## config.mk

```make
export PLATFORM = sky130hd
export DESIGN_NAME = tbc_card_fsm
export DESIGN_NICKNAME = d
export VERILOG_FILES = /design/src/verilog/tbc_pkg.sv /design/src/verilog/tbc_byte_if.sv /design/src/verilog/tbc_card_fsm.sv /design/src/verilog/tbc_link_rx.sv /design/src/verilog/tbc_link_tx.sv
export VERILOG_INCLUDE_DIRS = /design/src /design/src/verilog
export SDC_FILE = /design/constraint.sdc
export NUM_CORES = 1
export LEC_CHECK = 0
export CORE_MARGIN = 1
export CORE_UTILIZATION = 40
export DETAILED_ROUTE_END_ITERATION = 8
export DONT_BUFFER_PORTS = 1
export PLACE_DENSITY = 0.54
export SYNTH_ARGS = -nofsm -noshare
export SYNTH_HDL_FRONTEND = slang
export SYNTH_SLANG_ARGS = --single-unit
```

## constraint.sdc

```tcl
create_clock -name clk -period 2.9 [get_ports clk]
set_clock_uncertainty 0.2 [all_clocks]
set_input_delay 0.145 -clock clk [delete_from_list [all_inputs] [get_ports clk]]
set_output_delay 0.145 -clock clk [all_outputs]
set_load 0.02 [all_outputs]
```

## src/verilog/tbc_cfg.svh

```systemverilog
`ifndef TBC_CFG_SVH
`define TBC_CFG_SVH

// ----------------------------------------------------------------
// Frame codes seen from the reader
// ----------------------------------------------------------------
`define TBC_CMD_APF 8'h05
`define TBC_CMD_HLTB 8'h50
`define TBC_CMD_ATTRIB 8'h1D
`define TBC_PCB_DESEL 8'hC2
`define TBC_SLOTM_NIB 4'h5
`define TBC_WUP_BIT 3
`define TBC_NCODE_MAX 3'h4

// ----------------------------------------------------------------
// Payload lengths in bytes, CRC excluded
// ----------------------------------------------------------------
`define TBC_REQ_LEN 3
`define TBC_HLTB_LEN 5
`define TBC_ATTRIB_LEN 9
`define TBC_CRC_LEN 2
`define TBC_ATQB_LEN 12

// ----------------------------------------------------------------
// Reply bytes
// ----------------------------------------------------------------
`define TBC_ATQB_HDR 8'h50
`define TBC_HLT_ACK 8'h00
`define TBC_ATA_BYTE 8'h00

// ----------------------------------------------------------------
// CRC and slot draw
// ----------------------------------------------------------------
`define TBC_CRC_INIT 16'hFFFF
`define TBC_CRC_POLY 16'h8408
`define TBC_CRC_RESIDUE 16'hF0B8
`define TBC_LFSR_SEED 16'hACE1

`endif

```

## src/verilog/tbc_pkg.sv

```systemverilog
package tbc_pkg;
`include "tbc_cfg.svh"

	// Activation states of the card
	typedef enum logic [2:0] {
		ST_POWER_OFF,
		ST_IDLE,
		ST_READY_REQ,
		ST_READY_DECL,
		ST_PROTOCOL,
		ST_HALT
	} tbc_state_t;

	// What the frame engine is doing
	typedef enum logic [1:0] {
		PH_RECV,
		PH_SEND,
		PH_FWD,
		PH_RELAY
	} tbc_phase_t;

	// Fixed reply kinds
	typedef enum logic [1:0] {
		RSP_ATQB,
		RSP_HLT_ACK,
		RSP_ATA,
		RSP_DESEL
	} tbc_rsp_t;

	// One byte through the reflected CRC, LSB first
	function automatic logic [15:0] tbc_crc_byte(input logic [15:0] crc, input logic [7:0] d);
		logic [15:0] c;
		c = crc;
		for (int i = 0; i < 8; i++) begin
			if (c[0] ^ d[i]) begin
				c = (c >> 1) ^ `TBC_CRC_POLY;
			end else begin
				c = c >> 1;
			end
		end
		return c;
	endfunction

endpackage

```

## src/verilog/tbc_byte_if.sv

```systemverilog
`timescale 1ns/1ps
// Byte stream between the link ends and the state machine
interface tbc_byte_if;
	logic valid; // Byte or end marker present
	logic ready; // Sink takes it
	logic [7:0] data; // Byte value
	logic last; // Final byte (tx) or end-of-frame marker (rx)
	logic ok; // Frame CRC good, with rx end marker
	modport src (output valid, output data, output last, output ok, input ready);
	modport snk (input valid, input data, input last, input ok, output ready);
endinterface

```

## src/verilog/tbc_card_fsm.sv

```systemverilog
`timescale 1ns/1ps
// Operation
// - Field on: leave power-off into idle, mute
// - Idle single-slot request: reply ATQB, declared
// - Multi-slot: random slot, slot one replies
// - Bad CRC frame: mute, state kept
// - Idle ignores halt, attrib, marker, block, deselect
// - Wrong AFI request: mute, back to idle
// - Foreign PUPI halt or attrib ignored
// - Matching slot marker replies ATQB, declared
// - Ready single-slot request: ATQB, declared
// - Ready multi-slot request draws new slot
// - Requested ignores halt, attrib, block, deselect
// - Declared own halt: acknowledge, enter halt
// - Declared own attrib: ATA, enter protocol
// - Declared ignores marker, block, deselect
// - Protocol block goes to layer, answer sent
// - Halt: mute on request, wake-up replies
// - Multi-slot and marker support is optional
// - Protocol mute on all activation commands
// - Protocol deselect: reply deselect, enter halt
module tbc_card_fsm
	import tbc_pkg::*;
#(
	parameter logic [31:0] OWN_PUPI = 32'h1234_5678, // Arbitrary value
	parameter logic [7:0] OWN_AFI = 8'h10, // Application family
	parameter logic [31:0] APP_DATA = 32'h0000_0000, // ATQB application data
	parameter logic [23:0] PROT_INFO = 24'h00_0000, // ATQB protocol info
	parameter bit MULTI_SLOT = 1'b1, // Multi-slot and marker support
	parameter int MAX_LEN = 16 // Frame buffer bytes
) (
	input wire logic clk, // System clock, 25 MHz
	input wire logic reset_n, // Async reset, active low
	input wire logic field_on, // RF field present pin
	input wire logic rf_clk, // Link bit clock pin
	input wire logic rf_rx_frame, // Received frame envelope pin
	input wire logic rf_rx_bit, // Received serial data pin
	output logic rf_tx_frame, // Reply frame envelope
	output logic rf_tx_bit, // Reply serial data
	output logic bp_out_valid, // Block to layer valid
	input wire logic bp_out_ready, // Layer takes byte
	output logic [7:0] bp_out_data, // Block byte to layer
	output logic bp_out_last, // Final block byte
	input wire logic bp_in_valid, // Layer answer valid
	output logic bp_in_ready, // Answer byte taken
	input wire logic [7:0] bp_in_data, // Layer answer byte
	input wire logic bp_in_last, // Final answer byte
	output tbc_state_t card_state // Current activation state
);
	localparam int IW = $clog2(MAX_LEN);

	// ----------------------------------------------------------------
	// State
	// ----------------------------------------------------------------
	typedef struct packed {
		logic [1:0] fsync; // Field pin sync
		tbc_state_t st; // Activation state
		tbc_phase_t ph; // Frame engine phase
		tbc_rsp_t rsp; // Reply being sent
		logic [MAX_LEN-1:0][7:0] fbuf; // Received frame
		logic [IW:0] len; // Bytes stored
		logic ovf; // Frame too long
		logic [3:0] slot; // Chosen slot, 0 is slot one
		logic [15:0] lfsr; // Free-running random source
		logic [IW:0] idx; // Send or forward index
		logic [7:0] fdat; // Byte offered to layer
	} tbc_fsm_t;

	tbc_fsm_t r_r;
	tbc_fsm_t r_nxt;
	logic link_rise; // Link clock rise pulse

	tbc_byte_if rx_if ();
	tbc_byte_if tx_if ();

	// ----------------------------------------------------------------
	// Link ends
	// ----------------------------------------------------------------
	tbc_link_rx u_rx (
		.clk(clk),
		.reset_n(reset_n),
		.rf_clk(rf_clk),
		.rf_rx_frame(rf_rx_frame),
		.rf_rx_bit(rf_rx_bit),
		.link_rise(link_rise),
		.rx(rx_if.src)
	);

	tbc_link_tx u_tx (
		.clk(clk),
		.reset_n(reset_n),
		.link_rise(link_rise),
		.tx(tx_if.snk),
		.rf_tx_frame(rf_tx_frame),
		.rf_tx_bit(rf_tx_bit)
	);

	// Receiver has no back-pressure
	assign rx_if.ready = 1'b1;
	assign tx_if.ok = 1'b0;

	// Reply byte by kind and position
	function automatic logic [7:0] rsp_byte(input tbc_rsp_t k, input logic [IW:0] i);
		logic [95:0] atqb;
		atqb = {`TBC_ATQB_HDR, OWN_PUPI, APP_DATA, PROT_INFO};
		unique case (k)
			RSP_ATQB: rsp_byte = atqb[95 - 8 * int'(i) -: 8];
			RSP_HLT_ACK: rsp_byte = `TBC_HLT_ACK;
			RSP_ATA: rsp_byte = `TBC_ATA_BYTE;
			RSP_DESEL: rsp_byte = `TBC_PCB_DESEL;
		endcase
	endfunction

	// ----------------------------------------------------------------
	// Next state
	// ----------------------------------------------------------------
	always_comb begin
		logic crc_ok, is_req, is_wup, is_slm, is_hlt, is_att, is_ibk, is_des;
		logic afi_ok, pupi_ok, n_ok, rlast;
		logic [IW:0] plen;
		logic [7:0] c0, afi;
		logic [3:0] mask, draw;
		crc_ok = 1'b0;
		is_req = 1'b0;
		is_wup = 1'b0;
		is_slm = 1'b0;
		is_hlt = 1'b0;
		is_att = 1'b0;
		is_ibk = 1'b0;
		is_des = 1'b0;
		afi_ok = 1'b0;
		pupi_ok = 1'b0;
		n_ok = 1'b0;
		rlast = 1'b0;
		plen = r_r.len - (IW+1)'(`TBC_CRC_LEN);
		c0 = r_r.fbuf[0];
		afi = r_r.fbuf[1];
		mask = 4'h0;
		draw = 4'h0;
		r_nxt = r_r;
		r_nxt.fsync = {r_r.fsync[0], field_on};
		r_nxt.lfsr = {r_r.lfsr[14:0], r_r.lfsr[15] ^ r_r.lfsr[13] ^ r_r.lfsr[12] ^ r_r.lfsr[10]};
		tx_if.valid = 1'b0;
		tx_if.data = 8'h00;
		tx_if.last = 1'b0;
		bp_out_valid = 1'b0;
		bp_in_ready = 1'b0;

		// Frame classification
		crc_ok = !r_r.ovf && (r_r.len > (IW+1)'(`TBC_CRC_LEN)) && rx_if.ok;
		is_req = (plen == (IW+1)'(`TBC_REQ_LEN)) && (c0 == `TBC_CMD_APF);
		is_wup = r_r.fbuf[2][`TBC_WUP_BIT];
		is_slm = MULTI_SLOT && (plen == (IW+1)'(1)) && (c0[3:0] == `TBC_SLOTM_NIB)
			&& (c0[7:4] != 4'h0);
		is_hlt = (plen == (IW+1)'(`TBC_HLTB_LEN)) && (c0 == `TBC_CMD_HLTB);
		is_att = (plen >= (IW+1)'(`TBC_ATTRIB_LEN)) && (c0 == `TBC_CMD_ATTRIB);
		is_ibk = (c0[7:5] == 3'h0) && c0[1];
		is_des = (plen == (IW+1)'(1)) && (c0 == `TBC_PCB_DESEL);
		afi_ok = (afi == 8'h00) || (afi == OWN_AFI)
			|| ((afi[3:0] == 4'h0) && (afi[7:4] == OWN_AFI[7:4]));
		pupi_ok = {r_r.fbuf[1], r_r.fbuf[2], r_r.fbuf[3], r_r.fbuf[4]} == OWN_PUPI;
		n_ok = r_r.fbuf[2][2:0] <= `TBC_NCODE_MAX;
		if (MULTI_SLOT) begin
			mask = 4'((5'h1 << r_r.fbuf[2][2:0]) - 5'h1);
		end
		draw = r_r.lfsr[3:0] & mask;

		if (!r_r.fsync[1]) begin
			r_nxt.st = ST_POWER_OFF;
			r_nxt.ph = PH_RECV;
			r_nxt.len = '0;
			r_nxt.ovf = 1'b0;
			r_nxt.slot = 4'h0;
			r_nxt.idx = '0;
		end else begin
			unique case (r_r.ph)
				// Collect bytes, then act on the frame end
				PH_RECV: begin
					if (rx_if.valid && !rx_if.last) begin
						if (r_r.len < (IW+1)'(MAX_LEN)) begin
							r_nxt.fbuf[r_r.len[IW-1:0]] = rx_if.data;
							r_nxt.len = r_r.len + 1'b1;
						end else begin
							r_nxt.ovf = 1'b1;
						end
					end else if (rx_if.valid && rx_if.last) begin
						r_nxt.len = '0;
						r_nxt.ovf = 1'b0;
						r_nxt.idx = '0;
						if (crc_ok) begin
							unique case (r_r.st)
								ST_POWER_OFF: r_nxt.st = ST_IDLE;
								ST_IDLE, ST_READY_REQ, ST_READY_DECL, ST_HALT: begin
									if (is_req && (r_r.st != ST_HALT || is_wup)) begin
										if (!afi_ok) begin
											r_nxt.st = ST_IDLE;
										end else if (n_ok) begin
											r_nxt.slot = draw;
											if (draw == 4'h0) begin
												r_nxt.st = ST_READY_DECL;
												r_nxt.rsp = RSP_ATQB;
												r_nxt.ph = PH_SEND;
											end else begin
												r_nxt.st = ST_READY_REQ;
											end
										end
									end else if (r_r.st == ST_READY_REQ && is_slm
										&& c0[7:4] == r_r.slot) begin
										r_nxt.st = ST_READY_DECL;
										r_nxt.rsp = RSP_ATQB;
										r_nxt.ph = PH_SEND;
									end else if (r_r.st == ST_READY_DECL && is_hlt && pupi_ok) begin
										r_nxt.st = ST_HALT;
										r_nxt.rsp = RSP_HLT_ACK;
										r_nxt.ph = PH_SEND;
									end else if (r_r.st == ST_READY_DECL && is_att && pupi_ok) begin
										r_nxt.st = ST_PROTOCOL;
										r_nxt.rsp = RSP_ATA;
										r_nxt.ph = PH_SEND;
									end
								end
								ST_PROTOCOL: begin
									if (is_des) begin
										r_nxt.st = ST_HALT;
										r_nxt.rsp = RSP_DESEL;
										r_nxt.ph = PH_SEND;
									end else if (is_ibk && !is_req && !is_slm) begin
										r_nxt.fdat = r_r.fbuf[0];
										r_nxt.len = r_r.len;
										r_nxt.ph = PH_FWD;
									end
								end
							endcase
						end
					end
				end
				// Send a fixed reply
				PH_SEND: begin
					rlast = (r_r.rsp != RSP_ATQB) || (r_r.idx == (IW+1)'(`TBC_ATQB_LEN - 1));
					tx_if.valid = 1'b1;
					tx_if.data = rsp_byte(r_r.rsp, r_r.idx);
					tx_if.last = rlast;
					if (tx_if.ready) begin
						r_nxt.idx = r_r.idx + 1'b1;
						if (rlast) begin
							r_nxt.ph = PH_RECV;
							r_nxt.idx = '0;
						end
					end
				end
				PH_FWD: begin
					bp_out_valid = 1'b1;
					if (bp_out_ready) begin
						r_nxt.idx = r_r.idx + 1'b1;
						r_nxt.fdat = r_r.fbuf[r_nxt.idx[IW-1:0]];
						if (r_r.idx == plen - 1'b1) begin
							r_nxt.ph = PH_RELAY;
							r_nxt.idx = '0;
						end
					end
				end
				PH_RELAY: begin
					tx_if.valid = bp_in_valid;
					tx_if.data = bp_in_data;
					tx_if.last = bp_in_last;
					bp_in_ready = tx_if.ready;
					if (bp_in_valid && tx_if.ready && bp_in_last) begin
						r_nxt.ph = PH_RECV;
						r_nxt.len = '0;
					end
				end
			endcase
			if (r_r.st == ST_POWER_OFF) begin
				r_nxt.st = ST_IDLE;
			end
		end
	end

	// Registers
	always_ff @(posedge clk or negedge reset_n) begin
		if (!reset_n) begin
			r_r <= '0;
			r_r.lfsr <= `TBC_LFSR_SEED;
		end else begin
			r_r <= r_nxt;
		end
	end

	assign bp_out_data = r_r.fdat;
	assign bp_out_last = (r_r.idx == plen_out(r_r.len));
	assign card_state = r_r.st;

	// Index of the last payload byte
	function automatic logic [IW:0] plen_out(input logic [IW:0] n);
		return n - (IW+1)'(`TBC_CRC_LEN) - 1'b1;
	endfunction
endmodule // tbc_card_fsm

```

## src/verilog/tbc_link_rx.sv

```systemverilog
`timescale 1ns/1ps
// Samples the reader's link, assembles bytes and checks CRC
module tbc_link_rx
	import tbc_pkg::*;
(
	input wire logic clk, // System clock
	input wire logic reset_n, // Async reset, active low
	input wire logic rf_clk, // Link bit clock pin
	input wire logic rf_rx_frame, // Frame envelope pin
	input wire logic rf_rx_bit, // Serial data pin
	output logic link_rise, // One-cycle pulse per link clock rise
	tbc_byte_if.src rx // Received bytes and end marker
);
	// ----------------------------------------------------------------
	// State
	// ----------------------------------------------------------------
	typedef struct packed {
		logic [2:0] cs; // Link clock sync, bit 0 first
		logic [2:0] fs; // Envelope sync
		logic [1:0] ds; // Data sync
		logic [7:0] sh; // Bit shifter
		logic [2:0] bits; // Bits in shifter
		logic [15:0] crc; // Running CRC
		logic got; // At least one byte seen
		logic ov; // Output valid
		logic ol; // Output is end marker
		logic ok; // CRC verdict
		logic [7:0] od; // Output byte
	} tbc_rx_t;

	tbc_rx_t r_r;
	tbc_rx_t r_nxt;
	logic rise;

	assign rise = r_r.cs[1] & ~r_r.cs[2];

	// Next state
	always_comb begin
		r_nxt = r_r;
		r_nxt.cs = {r_r.cs[1:0], rf_clk};
		r_nxt.fs = {r_r.fs[1:0], rf_rx_frame};
		r_nxt.ds = {r_r.ds[0], rf_rx_bit};
		r_nxt.ov = 1'b0;
		r_nxt.ol = 1'b0;
		if (r_r.fs[1] & ~r_r.fs[2]) begin
			// Frame opens
			r_nxt.crc = `TBC_CRC_INIT;
			r_nxt.bits = 3'h0;
			r_nxt.got = 1'b0;
		end else if (~r_r.fs[1] & r_r.fs[2]) begin
			// Frame closes: whole bytes and the residue mean good
			r_nxt.ov = 1'b1;
			r_nxt.ol = 1'b1;
			r_nxt.ok = r_r.got && (r_r.bits == 3'h0) && (r_r.crc == `TBC_CRC_RESIDUE);
		end else if (rise && r_r.fs[1]) begin
			// Shift one bit, LSB first
			r_nxt.sh = {r_r.ds[1], r_r.sh[7:1]};
			r_nxt.bits = r_r.bits + 1'b1;
			if (r_r.bits == 3'h7) begin
				r_nxt.ov = 1'b1;
				r_nxt.od = {r_r.ds[1], r_r.sh[7:1]};
				r_nxt.crc = tbc_crc_byte(r_r.crc, {r_r.ds[1], r_r.sh[7:1]});
				r_nxt.got = 1'b1;
			end
		end
	end

	// Registers
	always_ff @(posedge clk or negedge reset_n) begin
		if (!reset_n) begin
			r_r <= '0;
		end else begin
			r_r <= r_nxt;
		end
	end

	assign link_rise = rise;
	assign rx.valid = r_r.ov;
	assign rx.last = r_r.ol;
	assign rx.data = r_r.od;
	assign rx.ok = r_r.ok;
endmodule // tbc_link_rx

```

## src/verilog/tbc_link_tx.sv

```systemverilog
`timescale 1ns/1ps
// Sends a reply frame on the link, appending CRC
module tbc_link_tx
	import tbc_pkg::*;
(
	input wire logic clk, // System clock
	input wire logic reset_n, // Async reset, active low
	input wire logic link_rise, // Bit step pulse
	tbc_byte_if.snk tx, // Reply bytes
	output logic rf_tx_frame, // Frame envelope out
	output logic rf_tx_bit // Serial data out
);
	// ----------------------------------------------------------------
	// State
	// ----------------------------------------------------------------
	typedef struct packed {
		logic act; // Frame in progress
		logic [7:0] sh; // Bit shifter
		logic [3:0] bits; // Bits left in shifter
		logic [1:0] stg; // 0 data, 1 crc low, 2 crc high, 3 closing
		logic [15:0] crc; // Running CRC
		logic ob; // Output bit
		logic fr; // Envelope, up from the first bit out
	} tbc_tx_t;

	tbc_tx_t r_r;
	tbc_tx_t r_nxt;
	logic take;

	assign tx.ready = (r_r.bits == 4'h0) && (r_r.stg == 2'h0);
	assign take = tx.valid && tx.ready;

	// Next state
	always_comb begin
		r_nxt = r_r;
		if (take) begin
			// Load a data byte
			if (!r_r.act) begin
				r_nxt.crc = tbc_crc_byte(`TBC_CRC_INIT, tx.data);
			end else begin
				r_nxt.crc = tbc_crc_byte(r_r.crc, tx.data);
			end
			r_nxt.act = 1'b1;
			r_nxt.sh = tx.data;
			r_nxt.bits = 4'h8;
			r_nxt.stg = tx.last ? 2'h1 : 2'h0;
		end else if (r_r.act && r_r.bits == 4'h0 && r_r.stg[0] != r_r.stg[1]) begin
			// CRC bytes load at once, so no bit slot is lost
			r_nxt.sh = r_r.stg[0] ? ~r_r.crc[7:0] : ~r_r.crc[15:8];
			r_nxt.bits = 4'h8;
			r_nxt.stg = r_r.stg + 2'h1;
		end else if (link_rise && r_r.act) begin
			if (r_r.bits != 4'h0) begin
				// Shift out LSB first
				r_nxt.ob = r_r.sh[0];
				r_nxt.fr = 1'b1;
				r_nxt.sh = {1'b0, r_r.sh[7:1]};
				r_nxt.bits = r_r.bits - 1'b1;
			end else if (r_r.stg == 2'h3) begin
				// CRC sent, close the frame
				r_nxt.act = 1'b0;
				r_nxt.fr = 1'b0;
				r_nxt.stg = 2'h0;
				r_nxt.ob = 1'b0;
			end
		end
	end

	// Registers
	always_ff @(posedge clk or negedge reset_n) begin
		if (!reset_n) begin
			r_r <= '0;
		end else begin
			r_r <= r_nxt;
		end
	end

	assign rf_tx_frame = r_r.fr;
	assign rf_tx_bit = r_r.ob;
endmodule // tbc_link_tx

```

## Yosys cells after proc, flatten, opt, wreduce, memory -nomap -nowiden

Index checks and enable logic that the tools add are counted.

| word-level totals | value |
|---|---|
| bits of input ports | 17 |
| register bits after elaboration | 256 |
| output and inout port bits | 16 |
| memories | 0 |
| bits in read-only memories | 0 |
| bits in latches | 0 |
| memory bits (writable) | 0 |
| logic and storage cells | 467 |

| operators by class | value |
|---|---|
| shifts and indexed selects | 2 |
| eq/ne operators | 82 |
| reduce and logical (&&, ||, !) cells | 83 |
| $lt $le $gt $ge | 7 |
| bitwise gates (word level) | 63 |
| muxes and demuxes | 177 |
| multiply operators | 0 |
| add/sub/neg operators | 9 |
| div/mod/pow operators | 0 |

Operator list:

| operator | count |
|---|---|
| 16-bit 2-to-1 mux | 81 |
| 128-bit bitwise mux | 1 |
| 103-bit by 9-bit indexed part select with 8-bit output (first input constant) | 1 |
| 8-bit 2-to-1 mux | 11 |
| 2-bit inverter with 3-bit output | 23 |
| 5-bit 2-to-1 mux | 12 |
| 7-bit 2-to-1 mux | 8 |
| 20-bit 2-to-1 mux | 2 |
| 13-bit 2-to-1 mux | 3 |
| 3-bit inequality test (second input constant) | 13 |
| 8-bit binary-select mux with 4-bit select | 1 |
| 8-bit demux with 4-bit select | 1 |
| 32-bit by 29-bit equality test with 1-bit output (second input constant) | 1 |
| 1-bit logical AND | 32 |
| 4-bit 2-to-1 mux | 8 |
| 8-bit one-hot mux with 2 select lines | 2 |
| 15-bit 2-to-1 mux | 2 |
| 1-bit XOR | 26 |
| 5-bit inequality test (second input constant) | 5 |
| 2-bit 2-to-1 mux | 12 |
| 8-bit one-hot mux with 3 select lines | 1 |
| 2-bit by 1-bit inequality test with 1-bit output (second input constant) | 11 |
| 21-bit 2-to-1 mux | 1 |
| 7-bit inequality test (second input constant) | 3 |
| other kinds (78) | 162 |

## Longest topological paths before layout

Gate-level depths: netlist of the first run.

| logic depth | value |
|---|---|
| depth in word-level cells | 48 |
| gate-level depth with buffers | 11 |
| gate-level depth less buffers | 9 |

## Hierarchy

Synthesis of the first run repeated with hierarchy kept, for this count alone.

| unflattened totals | value |
|---|---|
| cells, all modules | 1114 |
| area, all modules | 13536.7 sq um |

Modules (own cells, without submodules):

| module | cells each | instances | area an instance (sq um) | seq. area each (sq um) |
|---|---|---|---|---|
| tbc_card_fsm | 716 | 1 | 9203.8 | 4414.2 |
| tbc_link_rx | 150 | 1 | 2173.3 | 1151.1 |
| tbc_link_tx | 248 | 1 | 2159.6 | 825.8 |

## Worst setup path before layout of the first run

Ideal clock, no wire load.

| timing path | value |
|---|---|
| path kind | register to register |
| start point | register r_r[36] (netlist bit) |
| end point | register r_r[169] (netlist bit) |
| stages on the path, launching flop included | 11 |
| arrival | 2.604 ns |
| clock period less this slack | 2.884 ns |
| data required time | 2.621 ns |
| slack | 0.016 ns |
| path buffers | 1 |
| setup time | 0.079 ns |
| cell sequence | dfrtp_1 > buf_4 > inv_1 > ha_1 > xnor2_1 > xnor2_2 > xnor2_1 > o41a_1 > o31a_1 > a311oi_2 > mux2i_1 |

| on the way | value |
|---|---|
| longest elaborated chain between the ends | 14 |
| elaborated cells between the ends (all ways) | 45 |
| classes of those cells | add/sub (2); order compare (2); eq/ne (11); mux (10); reduce/logical (20) |

RTL lines:

| element | line | source |
|---|---|---|
| from (decl) | tbc_card_fsm.sv:69 | `tbc_fsm_t r_r;` |
| from (signal assigned) | tbc_card_fsm.sv:285 | `r_r <= r_nxt;` |
| 5-bit by 2-bit subtractor with 5-bit output | tbc_card_fsm.sv:135 | `` plen = r_r.len - (IW+1)'(`TBC_CRC_LEN); `` |
| 5-bit by 3-bit equality test with 1-bit output or 5-bit by 1-bit equality test with 1-bit output (tied branches) | tbc_card_fsm.sv:155, tbc_card_fsm.sv:153, tbc_card_fsm.sv:158 |  |
| 1-bit logical AND (on tied branches) | tbc_card_fsm.sv:155, tbc_card_fsm.sv:153 |  |
| 1-bit logical AND (on tied branches) | tbc_card_fsm.sv:212, tbc_card_fsm.sv:153 |  |
| 1-bit logical AND (on tied branches) | tbc_card_fsm.sv:212, tbc_card_fsm.sv:207 |  |
| 7-bit 2-to-1 mux or 1-bit logical AND (tied branches) | tbc_card_fsm.sv:212, tbc_card_fsm.sv:208 |  |
| 7-bit 2-to-1 mux | tbc_card_fsm.sv:207 | `end else if (r_r.st == ST_READY_REQ && is_slm` |
| 7-bit 2-to-1 mux | tbc_card_fsm.sv:194 | `if (is_req && (r_r.st != ST_HALT \|\| is_wup)) begin` |
| 4-bit one-hot mux with 2 select lines | tbc_card_fsm.sv:191 | `unique case (r_r.st)` |
| 7-bit 2-to-1 mux | tbc_card_fsm.sv:190 | `if (crc_ok) begin` |
| 7-bit 2-to-1 mux | tbc_card_fsm.sv:186 | `end else if (rx_if.valid && rx_if.last) begin` |
| 7-bit 2-to-1 mux | tbc_card_fsm.sv:179 | `if (rx_if.valid && !rx_if.last) begin` |
| 2-bit one-hot mux with 4 select lines | tbc_card_fsm.sv:176 | `unique case (r_r.ph)` |
| 5-bit 2-to-1 mux | tbc_card_fsm.sv:168 | `if (!r_r.fsync[1]) begin` |

Several ways; a longest one is shown, not always the timed one. The select of a mux whose other input is x is not followed.
A chain may end at the register's enable or synchronous reset.

## Worst setup path in the final report of the first run

| timing path | value |
|---|---|
| start point | register r_r[34] (netlist bit) |
| end point | register r_r[170] (netlist bit) |

Same word-level chain as after synthesis.

==> results of run 1 <==
-- power by group through the flow --
stage               logic, mW  clock network (mW)  registers, mW
floorplan               0.491                   0           3.83
global placement        0.613                   0           3.86
detailed placement      0.613                   0           3.86
CTS                     0.647                4.27           3.80
global route            0.735                4.41           3.82
finish                  0.650                4.17           3.81
-- worst max path at each step --
| stage | start | to | slack (ns) |
|---|---|---|---|
| after floorplan | r_r[36] | r_r[169] | 0.02 |
| after global placement | r_r[36] | r_r[169] | 0.12 |
| after detailed placement | r_r[36] | r_r[170] | 0.06 |
| after CTS | r_r[36] | r_r[170] | 0.05 |
| after global routing | r_r[36] | card_state[0] | -0.006 |
| final | r_r[34] | r_r[170] | 0.13 |
-- cell usage after synthesis (4+ instances only) --
library cell / number
sky130_fd_sc_hd__dfrtp_1: 247
sky130_fd_sc_hd__mux2_2: 152
sky130_fd_sc_hd__nand2_1: 97
sky130_fd_sc_hd__xnor2_1: 59
sky130_fd_sc_hd__nor2_1: 58
sky130_fd_sc_hd__a21oi_1: 54
sky130_fd_sc_hd__o21ai_0: 49
sky130_fd_sc_hd__clkbuf_1: 43
sky130_fd_sc_hd__mux4_2: 32
sky130_fd_sc_hd__inv_1: 31
sky130_fd_sc_hd__ha_1: 25
sky130_fd_sc_hd__a211oi_1: 23
sky130_fd_sc_hd__mux2i_1: 22
sky130_fd_sc_hd__xor2_1: 22
sky130_fd_sc_hd__nand3_1: 16
sky130_fd_sc_hd__nor2b_1: 14
sky130_fd_sc_hd__nor3_1: 14
sky130_fd_sc_hd__buf_4: 13
sky130_fd_sc_hd__buf_2: 12
sky130_fd_sc_hd__nor4bb_1: 10
sky130_fd_sc_hd__nand4_1: 9
sky130_fd_sc_hd__dfstp_2: 8
sky130_fd_sc_hd__a21o_1: 7
sky130_fd_sc_hd__and2_1: 7
sky130_fd_sc_hd__nor4_1: 7
sky130_fd_sc_hd__and3_1: 6
sky130_fd_sc_hd__nand2b_1: 6
sky130_fd_sc_hd__nor3_2: 6
sky130_fd_sc_hd__o21ai_1: 5
sky130_fd_sc_hd__o22a_1: 5
sky130_fd_sc_hd__a22oi_1: 4
sky130_fd_sc_hd__a31oi_1: 4
sky130_fd_sc_hd__and4b_1: 4
sky130_fd_sc_hd__nor3b_1: 4
sky130_fd_sc_hd__o21bai_1: 4
sky130_fd_sc_hd__or3_1: 4
-- per-layer routing --
metal / share of wire [%] / vias up / wire length [um]
li1: - / 4247 / -
met1: 49 / 4608 / 15700
met2: 46 / 166 / 14900
met3: 3.8 / 35 / 1240
met4: 1.6 / 0 / 521
met5: 0 / - / 0
-- what timing repair did --
item,CTS,global route
endpoints found under the setup margin,0,15
hold endpoints to repair,292,255
resized for setup,0,13
buffers inserted,0,1
-- logic make-up (layout without fill, tap and decap cells) --
group / after synthesis / count (layout)
XOR/XNOR: 83 / 83
buffers and inverters: 103 / 193
AO/OA/AOI/OAI: 191 / 191
adder cells (fa/ha/maj): 25 / 25
flip-flops: 255 / 255
multiplexers: 206 / 206
AND/OR/NAND/NOR: 280 / 280
-- state kept, by name, summed over array words and instances (netlist names) --
register,count
u_rx.rx.last,1
u_tx.rf_tx_frame,1
r_nxt,16
r_r,149
u_tx.rf_tx_bit,1
u_tx.r_r,31
u_rx.rx.ok,1
card_state,3
u_rx.r_nxt,5
u_rx.rx.valid,1
u_rx.r_r,30
bp_out_data,8
u_rx.rx.data,8
-- layout make-up --
cell class,instances,area [sq um],area share [%]
Multi-Input combinational cell,785,6470,41.6
Sequential cell,255,6390,41.1
Clock buffer,37,797,5.13
Inverter,32,120,0.773
Tap cell,442,553,3.56
Timing Repair Buffer,105,893,5.75
Clock inverter,19,314,2.02
-- critical path, cell delays in order, from the launching register on --
cell and delay (ns):
sky130_fd_sc_hd__dfrtp_1 0.41, sky130_fd_sc_hd__inv_1 0.12, sky130_fd_sc_hd__ha_1 0.34, sky130_fd_sc_hd__xnor2_1 0.17, sky130_fd_sc_hd__nand2_1 0.11, sky130_fd_sc_hd__o41a_1 0.48
sky130_fd_sc_hd__o31a_1 0.33, sky130_fd_sc_hd__a311oi_2 0.32, sky130_fd_sc_hd__mux2i_1 0.22
==> results by stage, run 1 <==
STA:
- Static timing analysis puts the maximum clock frequency at 0.361 GHz.
- Setup violations remaining at the end of the flow were counted as 0.
- The worst-case hold slack is -0.926 ns.
- The number of failing hold endpoints at the final stage is about 260.
- The share of the clock period used by the worst path after layout is 95.5%.
- The number of max-slew violations in the final report was 0.
- Adding up every negative setup slack in the final design gives 0 ns.
- For the pin with the worst max-slew slack, the measured transition is roughly 1.1 ns.
- Headroom to the max-slew limit came out at 28.5%.
- The time the worst path needs with I/O delays and setup is 2.77 ns.
- The worst setup slack after layout is 0.130 ns.

Status:
- The flow ran to the end, but the final reports show violations.
- The checks that failed: negative hold slack.

Pwr:
- In this run, the combinational gates consume 7.5% of the power.
- The analysis attributes to net switching a power of about 2.0 mW.
- The power per cell area is 555 mW/mm^2.
- The total chip power is between 8 and 9 mW.
- IR analysis of the VDD net gives a maximum drop of 0.480 mV.
- Of the total power, the clock network draws roughly half.
- Summed over all cells, the static leakage comes to 6.82 nW.
- The relative contribution of sequential cells to total power is 44.1%.
- In this run switching power makes up 23.7% of total power.
- Internal power comes to 6.58 mW.

Hold path:
- The min-delay analysis places its worst path in the category in -> async.

Routing:
- The per-cell via count in the routed design is between 5 and 6.
- Summing over every cut layer, the via total after detailed routing is 9056.
- The first routing iteration left 511 violations.
- The count of TritonRoute iterations in the first routing pass is 5.
- The detail route stage leaves a number of antenna-violating nets equal to 0.
- Summed over all layers, the routed wires come to between 30 and 40 mm.
- The routed length per placed instance is about 19 um.
- The post-detailed-route DRC marker count is 0.

Clocking:
- The root buffer cell is sky130_fd_sc_hd__clkbuf_16.
- The number of hold buffers added after CTS was 22.
- The maximum root-to-sink buffer count is 3.
- The H-tree depth reported by CTS is 1.
- The clock buffer count from CTS is 30.
- The TritonCTS clock tree is yes.
- For this design, the sink count on the clock tree is 255.
- The clock reaches the later pin of the worst-skew pair after 0.58 ns.
- The CTS clock-pin slew for the worst setup and hold paths is 0.06 ns.

Die:
- Once the floorplan was initialized, standard cells occupied 40.7% of the core.
- After floorplanning, the core was divided into 66 placement rows.
- The floorplan die width is between 150 and 200 um.
- The die covers 0.0338 sq mm.
- The core area is 0.0325 sq mm.
- The total I/O pin count is 33.
- The die extent in y is approximately 180 um.

Layout:
- In the layout the commonest cells are sky130_fd_sc_hd__dfrtp_1, sky130_fd_sc_hd__mux2_2, sky130_fd_sc_hd__nand2_1.
- The final layout contains 1251 nets.
- Counting the fill cells in the layout gives 2991.
- After the flow finishes, the layout carries non-filler instances totaling 1675.
- The utilization after layout is 47.8%.
- The leading cell type in the layout, fill and taps excluded is sky130_fd_sc_hd__dfrtp_1.
- Compared with the post-synthesis result, the final layout area differs by 17.4%.
- The layout cell share with drive strength beyond 1 is 29.0%.
- The post-route cell area is 0.0155 sq mm.
- The number of antenna diodes is 0.

Placed design:
- The instance count after placement with tap cells included is 1596.
- Timing analysis after detailed placement gives a worst setup slack of 0.0644 ns.
- The last weighted congestion value of the routability-driven placer is 0.845.
- The count of buffers added on input and output ports is 0.
- In this run the cell area measured after placement is around 0.014 sq mm.
- The wire-length estimate of the detail-placed layout is 21.6 mm.

GRT:
- The highest-utilization routing layer at the global route stage is met2.
- The first-pass GRT wire length is 52.3 mm.
- The initial antenna violation count was 0.
- The via count of the first global-routing pass is roughly 9100.
- The pin count of the biggest net entering global routing is 256.
- In the global route stage, met2 resource usage came out at 31.5%.
- For met1 alone, demand over resource in global routing was 28.7%.
- The total routing usage reported by global routing is between 10% and 20%.
- The total congestion overflow after global routing is 0.
- For this run, global-route usage on met3 was measured as under 10%.

Yosys:
- A synthesized cell averages 11.6 sq um.
- The yosys synthesis warning count is 0.
- The share of synthesized cell area in and, or, nand and nor gates is about 11%.
- After synthesis, the cell types taking the most area are sky130_fd_sc_hd__dfrtp_1, sky130_fd_sc_hd__mux2_2, sky130_fd_sc_hd__mux4_2, sky130_fd_sc_hd__xnor2_1, sky130_fd_sc_hd__nand2_1.
- The top flip-flop cell by instance count after synthesis is sky130_fd_sc_hd__dfrtp_1.
- The biggest area contributor in the post-synthesis netlist is sky130_fd_sc_hd__dfrtp_1.
- In this run, distinct cell masters in the synthesized netlist total 74.
- The number of synthesized register bits is 255.
- The xor/xnor share of the synthesized area is 5.60%.
- By area, the combinational part of the netlist is dominated by multiplexers.
- The share of flip-flops with an asynchronous set or reset is between 90% and 100%.
- The sequential share of the synthesized area is between 40% and 50%.
- Yosys mapped a number of flops with a built-in enable equal to 0.
- The complex-gate fraction of the synthesized area is a little over 9%.
- Synthesis produced a netlist whose cell count is about 1100.
- The post-synthesis cell area is 0.0132 sq mm.
- Synthesis produced a netlist with a net count of roughly 1200.
- The fraction of the mapped netlist area in adder cells is 2.36%.
- The top-area cell type share of the netlist area is 46.7%.
- After synthesis, the share of cell area in mux cells is 20.0%.

Setup path:
- The length in cells of the worst reg-to-reg path is 8.
- STA puts the critical path data arrival time at 3.05 ns.
- The worst setup path is captured at a register.
- The worst register-to-register path begins at r_r[34].
- The type of the worst setup path is reg -> reg.
- The worst register-to-register path ends at r_r[170].
- The kind of start point of the critical path is a register.
- For flop-to-flop paths, the worst setup slack is 0.13 ns.
- Data on the critical path is required at its endpoint by 3.18 ns.
- The highest net fanout along the worst path is 4.

Job:
- The number of max-cap violations is 0.
(Power assumes the default switching activity.)
==> run 2: changes to the inputs <==
CORE_UTILIZATION = 58   (was 40)
PLACE_DENSITY = 0.74   (was 0.54)
==> run 2 against run 1 <==
Compared with the run above:
- the flow still finishes with violations (negative hold slack)
- cell count decreased by 11%
- cell area decreased by 2.4%
- first-iteration DRC count increased by 35%
- worst hold slack improved by 0.0067 ns
- total power decreased by 4.3%
- setup slack got worse by 0.014 ns
- clock-buffer cell count unchanged
- routed wire length decreased by 5.2%
- maximum frequency decreased by 0.50%
- clock power decreased by 9.1%
- global-route usage increased by 7.2 points
- die area decreased by 31%
- critical endpoint is now card_state[1]
==> results by stage, run 2 (synthesis results as in run 1) <==
Status:
- The flow ran to the end, but the final reports show violations.
- The checks that failed: negative hold slack.

Layout:
- The register with the most flip-flops is r_r.
- The number of flip-flops under the largest register name was 149 (unchanged).
- The largest registers in the layout are r_r x149, u_tx.r_r x31, u_rx.r_r x30.
- The count of nets after finishing came to 1239 (-0.96%).
- Leaving out fill and tap cells, the most frequent cell in the layout is sky130_fd_sc_hd__dfrtp_1.
- The post-route cell area was 0.0152 sq mm (-2.4%).
- The relative area change from synthesis to final layout is 14.5%.
- In the layout the commonest cells are sky130_fd_sc_hd__dfrtp_1, sky130_fd_sc_hd__mux2_2, sky130_fd_sc_hd__nand2_1.
- The layout cell share with drive strength beyond 1 is 28.4% (-0.65 points).
- The number of antenna diodes is 0 (unchanged).

Pwr:
- The switching power share of the total is 23.8% (+0.075 points).
- The leakage component of the power is 6.73 nW (-1.3%).
- The relative contribution of sequential cells to total power is 46.0% (+1.9 points).
- The power per cell area was 545 mW/mm^2 (-1.9%).
- The worst-case vdd ir drop is 0.424 mV (-12%).
- The part of the power in combinational logic came to 8.1% (+0.6 points).
- The power share of the clock group is 45.8% (-2.6 points).
- The switching power summed over all nets is 1.96 mW (-4.0%).
- The cell-internal power is 6.30 mW (-4.4%).

Setup path:
- The critical path is of the reg -> reg type.
- The setup slack of the worst register-to-register path is 0.12 ns (about the same).
- The highest net fanout along the worst path came to 4 (unchanged).
- The slowest stage of the critical path belongs to the cell sky130_fd_sc_hd__o41ai_4.
- The longest individual stage delay on the worst path was 0.39 ns (-0.09 ns).
- STA classifies the critical path endpoint as a register.
- The data required time of the critical path is 3.14 ns (-0.04 ns).
- The largest delay contributor family on the critical path is compound AO/OA/AOI/OAI gates.
- The buffer and inverter count on the worst path is 2 (+1).
- The endpoint arrival time on the critical path is 3.03 ns (-0.02 ns).
- Traced cell by cell, the critical path runs through inv_1 > ha_1 > buf_4 > o41ai_4 > and4_1 > o21ai_1 > a31o_2 > o21ai_2 > mux2_2.
- STA classifies the critical path startpoint as a register.

Hold path:
- The type of the tightest min-delay check is in -> async.

Routing:
- The routed length per placed instance is 20.5 um (+5.9%).
- The number of DRC violations after detailed-routing iteration 0 came to 690 (+35%).
- The count of TritonRoute iterations in the first routing pass is 5 (unchanged).
- The total vias in the final route was 9210 (+1.7%).
- The sum of routed wire length over all layers came to 30.7 mm (-5.2%).
- The post-detailed-route DRC marker count was 0 (unchanged).
- The per-cell via count in the routed design is 6.14 (+14%).
- The residual antenna-violating net count after detailed routing is 0 (unchanged).

Placed design:
- The standard cell area after detailed placement is 0.0139 sq mm (-2.0%).
- The worst setup slack before clock tree synthesis was 0.0667 ns (+0.00233 ns).
- The count of input and output buffers came to 0 (unchanged).
- The placed wire-length estimate is 20.2 mm (-6.5%).
- The last weighted congestion value of the routability-driven placer was 0.917 (+8.6%).

Clocking:
- The number of hold buffers added after cts came to 22 (unchanged).
- The number of clock sinks seen by CTS is 255 (unchanged).
- The clock latency on the worst-skew pair was 0.56 ns (-0.02 ns).
- The maximum root-to-sink buffer count is 3 (unchanged).
- The H-tree depth reported by CTS is 1 (unchanged).
- The TritonCTS clock tree is yes.
- The clock buffer count from CTS is 28 (-6.7%).
- The CTS clock-pin slew for the worst setup and hold paths came to 0.06 ns (about the same).
- The root buffer cell is sky130_fd_sc_hd__clkbuf_16.

Die:
- The core area is 0.0221 sq mm (-32%).
- The total I/O pin count was 33 (unchanged).
- The die footprint came to 0.0234 sq mm (-31%).
- The initial standard-cell utilization of the core is 59.9% (+19 points).
- The die extent in y is 153 um (-17%).
- The number of rows created at floorplan is 54 (-18%).
- The floorplan die width was 153 um (-17%).

STA:
- The headroom to the max-slew limit was 29.3% (+0.75 points).
- The share of the clock period used by the worst path after layout is 96.0% (+0.48 points).
- The slew of the pin with the lowest slew margin is 1.06 ns (-0.0112 ns).
- The worst-case hold slack is -0.920 ns (+0.00674 ns).
- The time the worst path needs with I/O delays and setup is 2.78 ns (+0.0138 ns).
- The number of max-slew violations in the final report is 0 (unchanged).
- The worst setup slack after layout is 0.116 ns (-0.0138 ns).
- The number of failing setup endpoints in the final timing report came to 0 (unchanged).
- The maximum operating frequency is 0.359 GHz (-0.50%).
- The number of failing hold endpoints at the final stage is 255 (unchanged).

GRT:
- The initial antenna violation count is 0 (unchanged).
- The via count of the first global-routing pass was 9319 (+1.9%).
- The total routing usage reported by global routing is 26.9% (+7.2 points).
- The total congestion overflow after global routing is 0 (unchanged).
- The pin count of the biggest net entering global routing was 256 (unchanged).
- The first-pass GRT wire length is 50.2 mm (-4.0%).

Job:
- The number of max-cap violations is 0 (unchanged).
-- run 2: cell count changes in the layout (fill, tap and decap cells not counted), sizes merged --
cell	delta
buf	-10
bufinv	-3
clkinvlp	-3
clkinv	+2
-- run 2: routing by layer --
layer  track usage (%)  up-vias  part of all wire [%]
met5                 0        -                     0
met4              7.36        0                   1.8
met3              3.69       42                   5.7
met2              41.7      268                    46
met1              39.7     4695                    46
li1                  -     4205                     -
-- run 2: layout make-up --
type | instances | area (sq um)
inverter | 32 | 120
tap | 280 | 350
clock buffer | 37 | 795
fill | 1586 | 6930
sequential | 255 | 6390
timing repair buffer | 95 | 818
clock inverter | 15 | 211
multi-input combinational | 785 | 6470
-- run 2: power groups by stage --
stage               Clock, mW  Combinational [mW]  Sequential [mW]
floorplan                   0               0.491             3.83
global placement            0               0.611             3.86
detailed placement          0               0.622             3.86
CTS                      3.84               0.656             3.80
global route             3.97               0.734             3.81
finish                   3.79               0.673             3.80
-- run 2: path summary, 6_finish.rpt --
check / startpoint / end / cells past startpoint
setup / recovery: r_r[35] / card_state[1] / 9
hold / removal: reset_n / r_r[98] / 0
setup reg to reg: r_r[35] / card_state[1] / 9
hold reg to reg: r_nxt[23] / r_nxt[24] / 0
max in group asynchronous: reset_n / u_rx.r_r[37] / 0
min in group clk: r_nxt[23] / r_nxt[24] / 0
-- run 2: stage by stage --
stage | instances | total power [mW] | util (%) | hold WS (ns) | TNS [ns]
after floorplan | 1143 | 4.33 | - | -0.351 | 0
after global placement | 1424 | 4.47 | 62.8 | -0.345 | 0
after detailed placement | 1424 | 4.48 | 62.8 | -0.344 | 0
after CTS | 1498 | 8.29 | 68.3 | -0.928 | 0
after global routing | 1499 | 8.52 | 68.6 | -0.934 | -0.00613
final | 1499 | 8.26 | 68.6 | -0.920 | 0
-- run 2: timing repair --
item | 4_1_cts | 5_1_grt
setup endpoints to repair | 0 | 10
setup buffers | 0 | 1
resized for setup | 0 | 14
hold endpoints to repair | 292 | 255
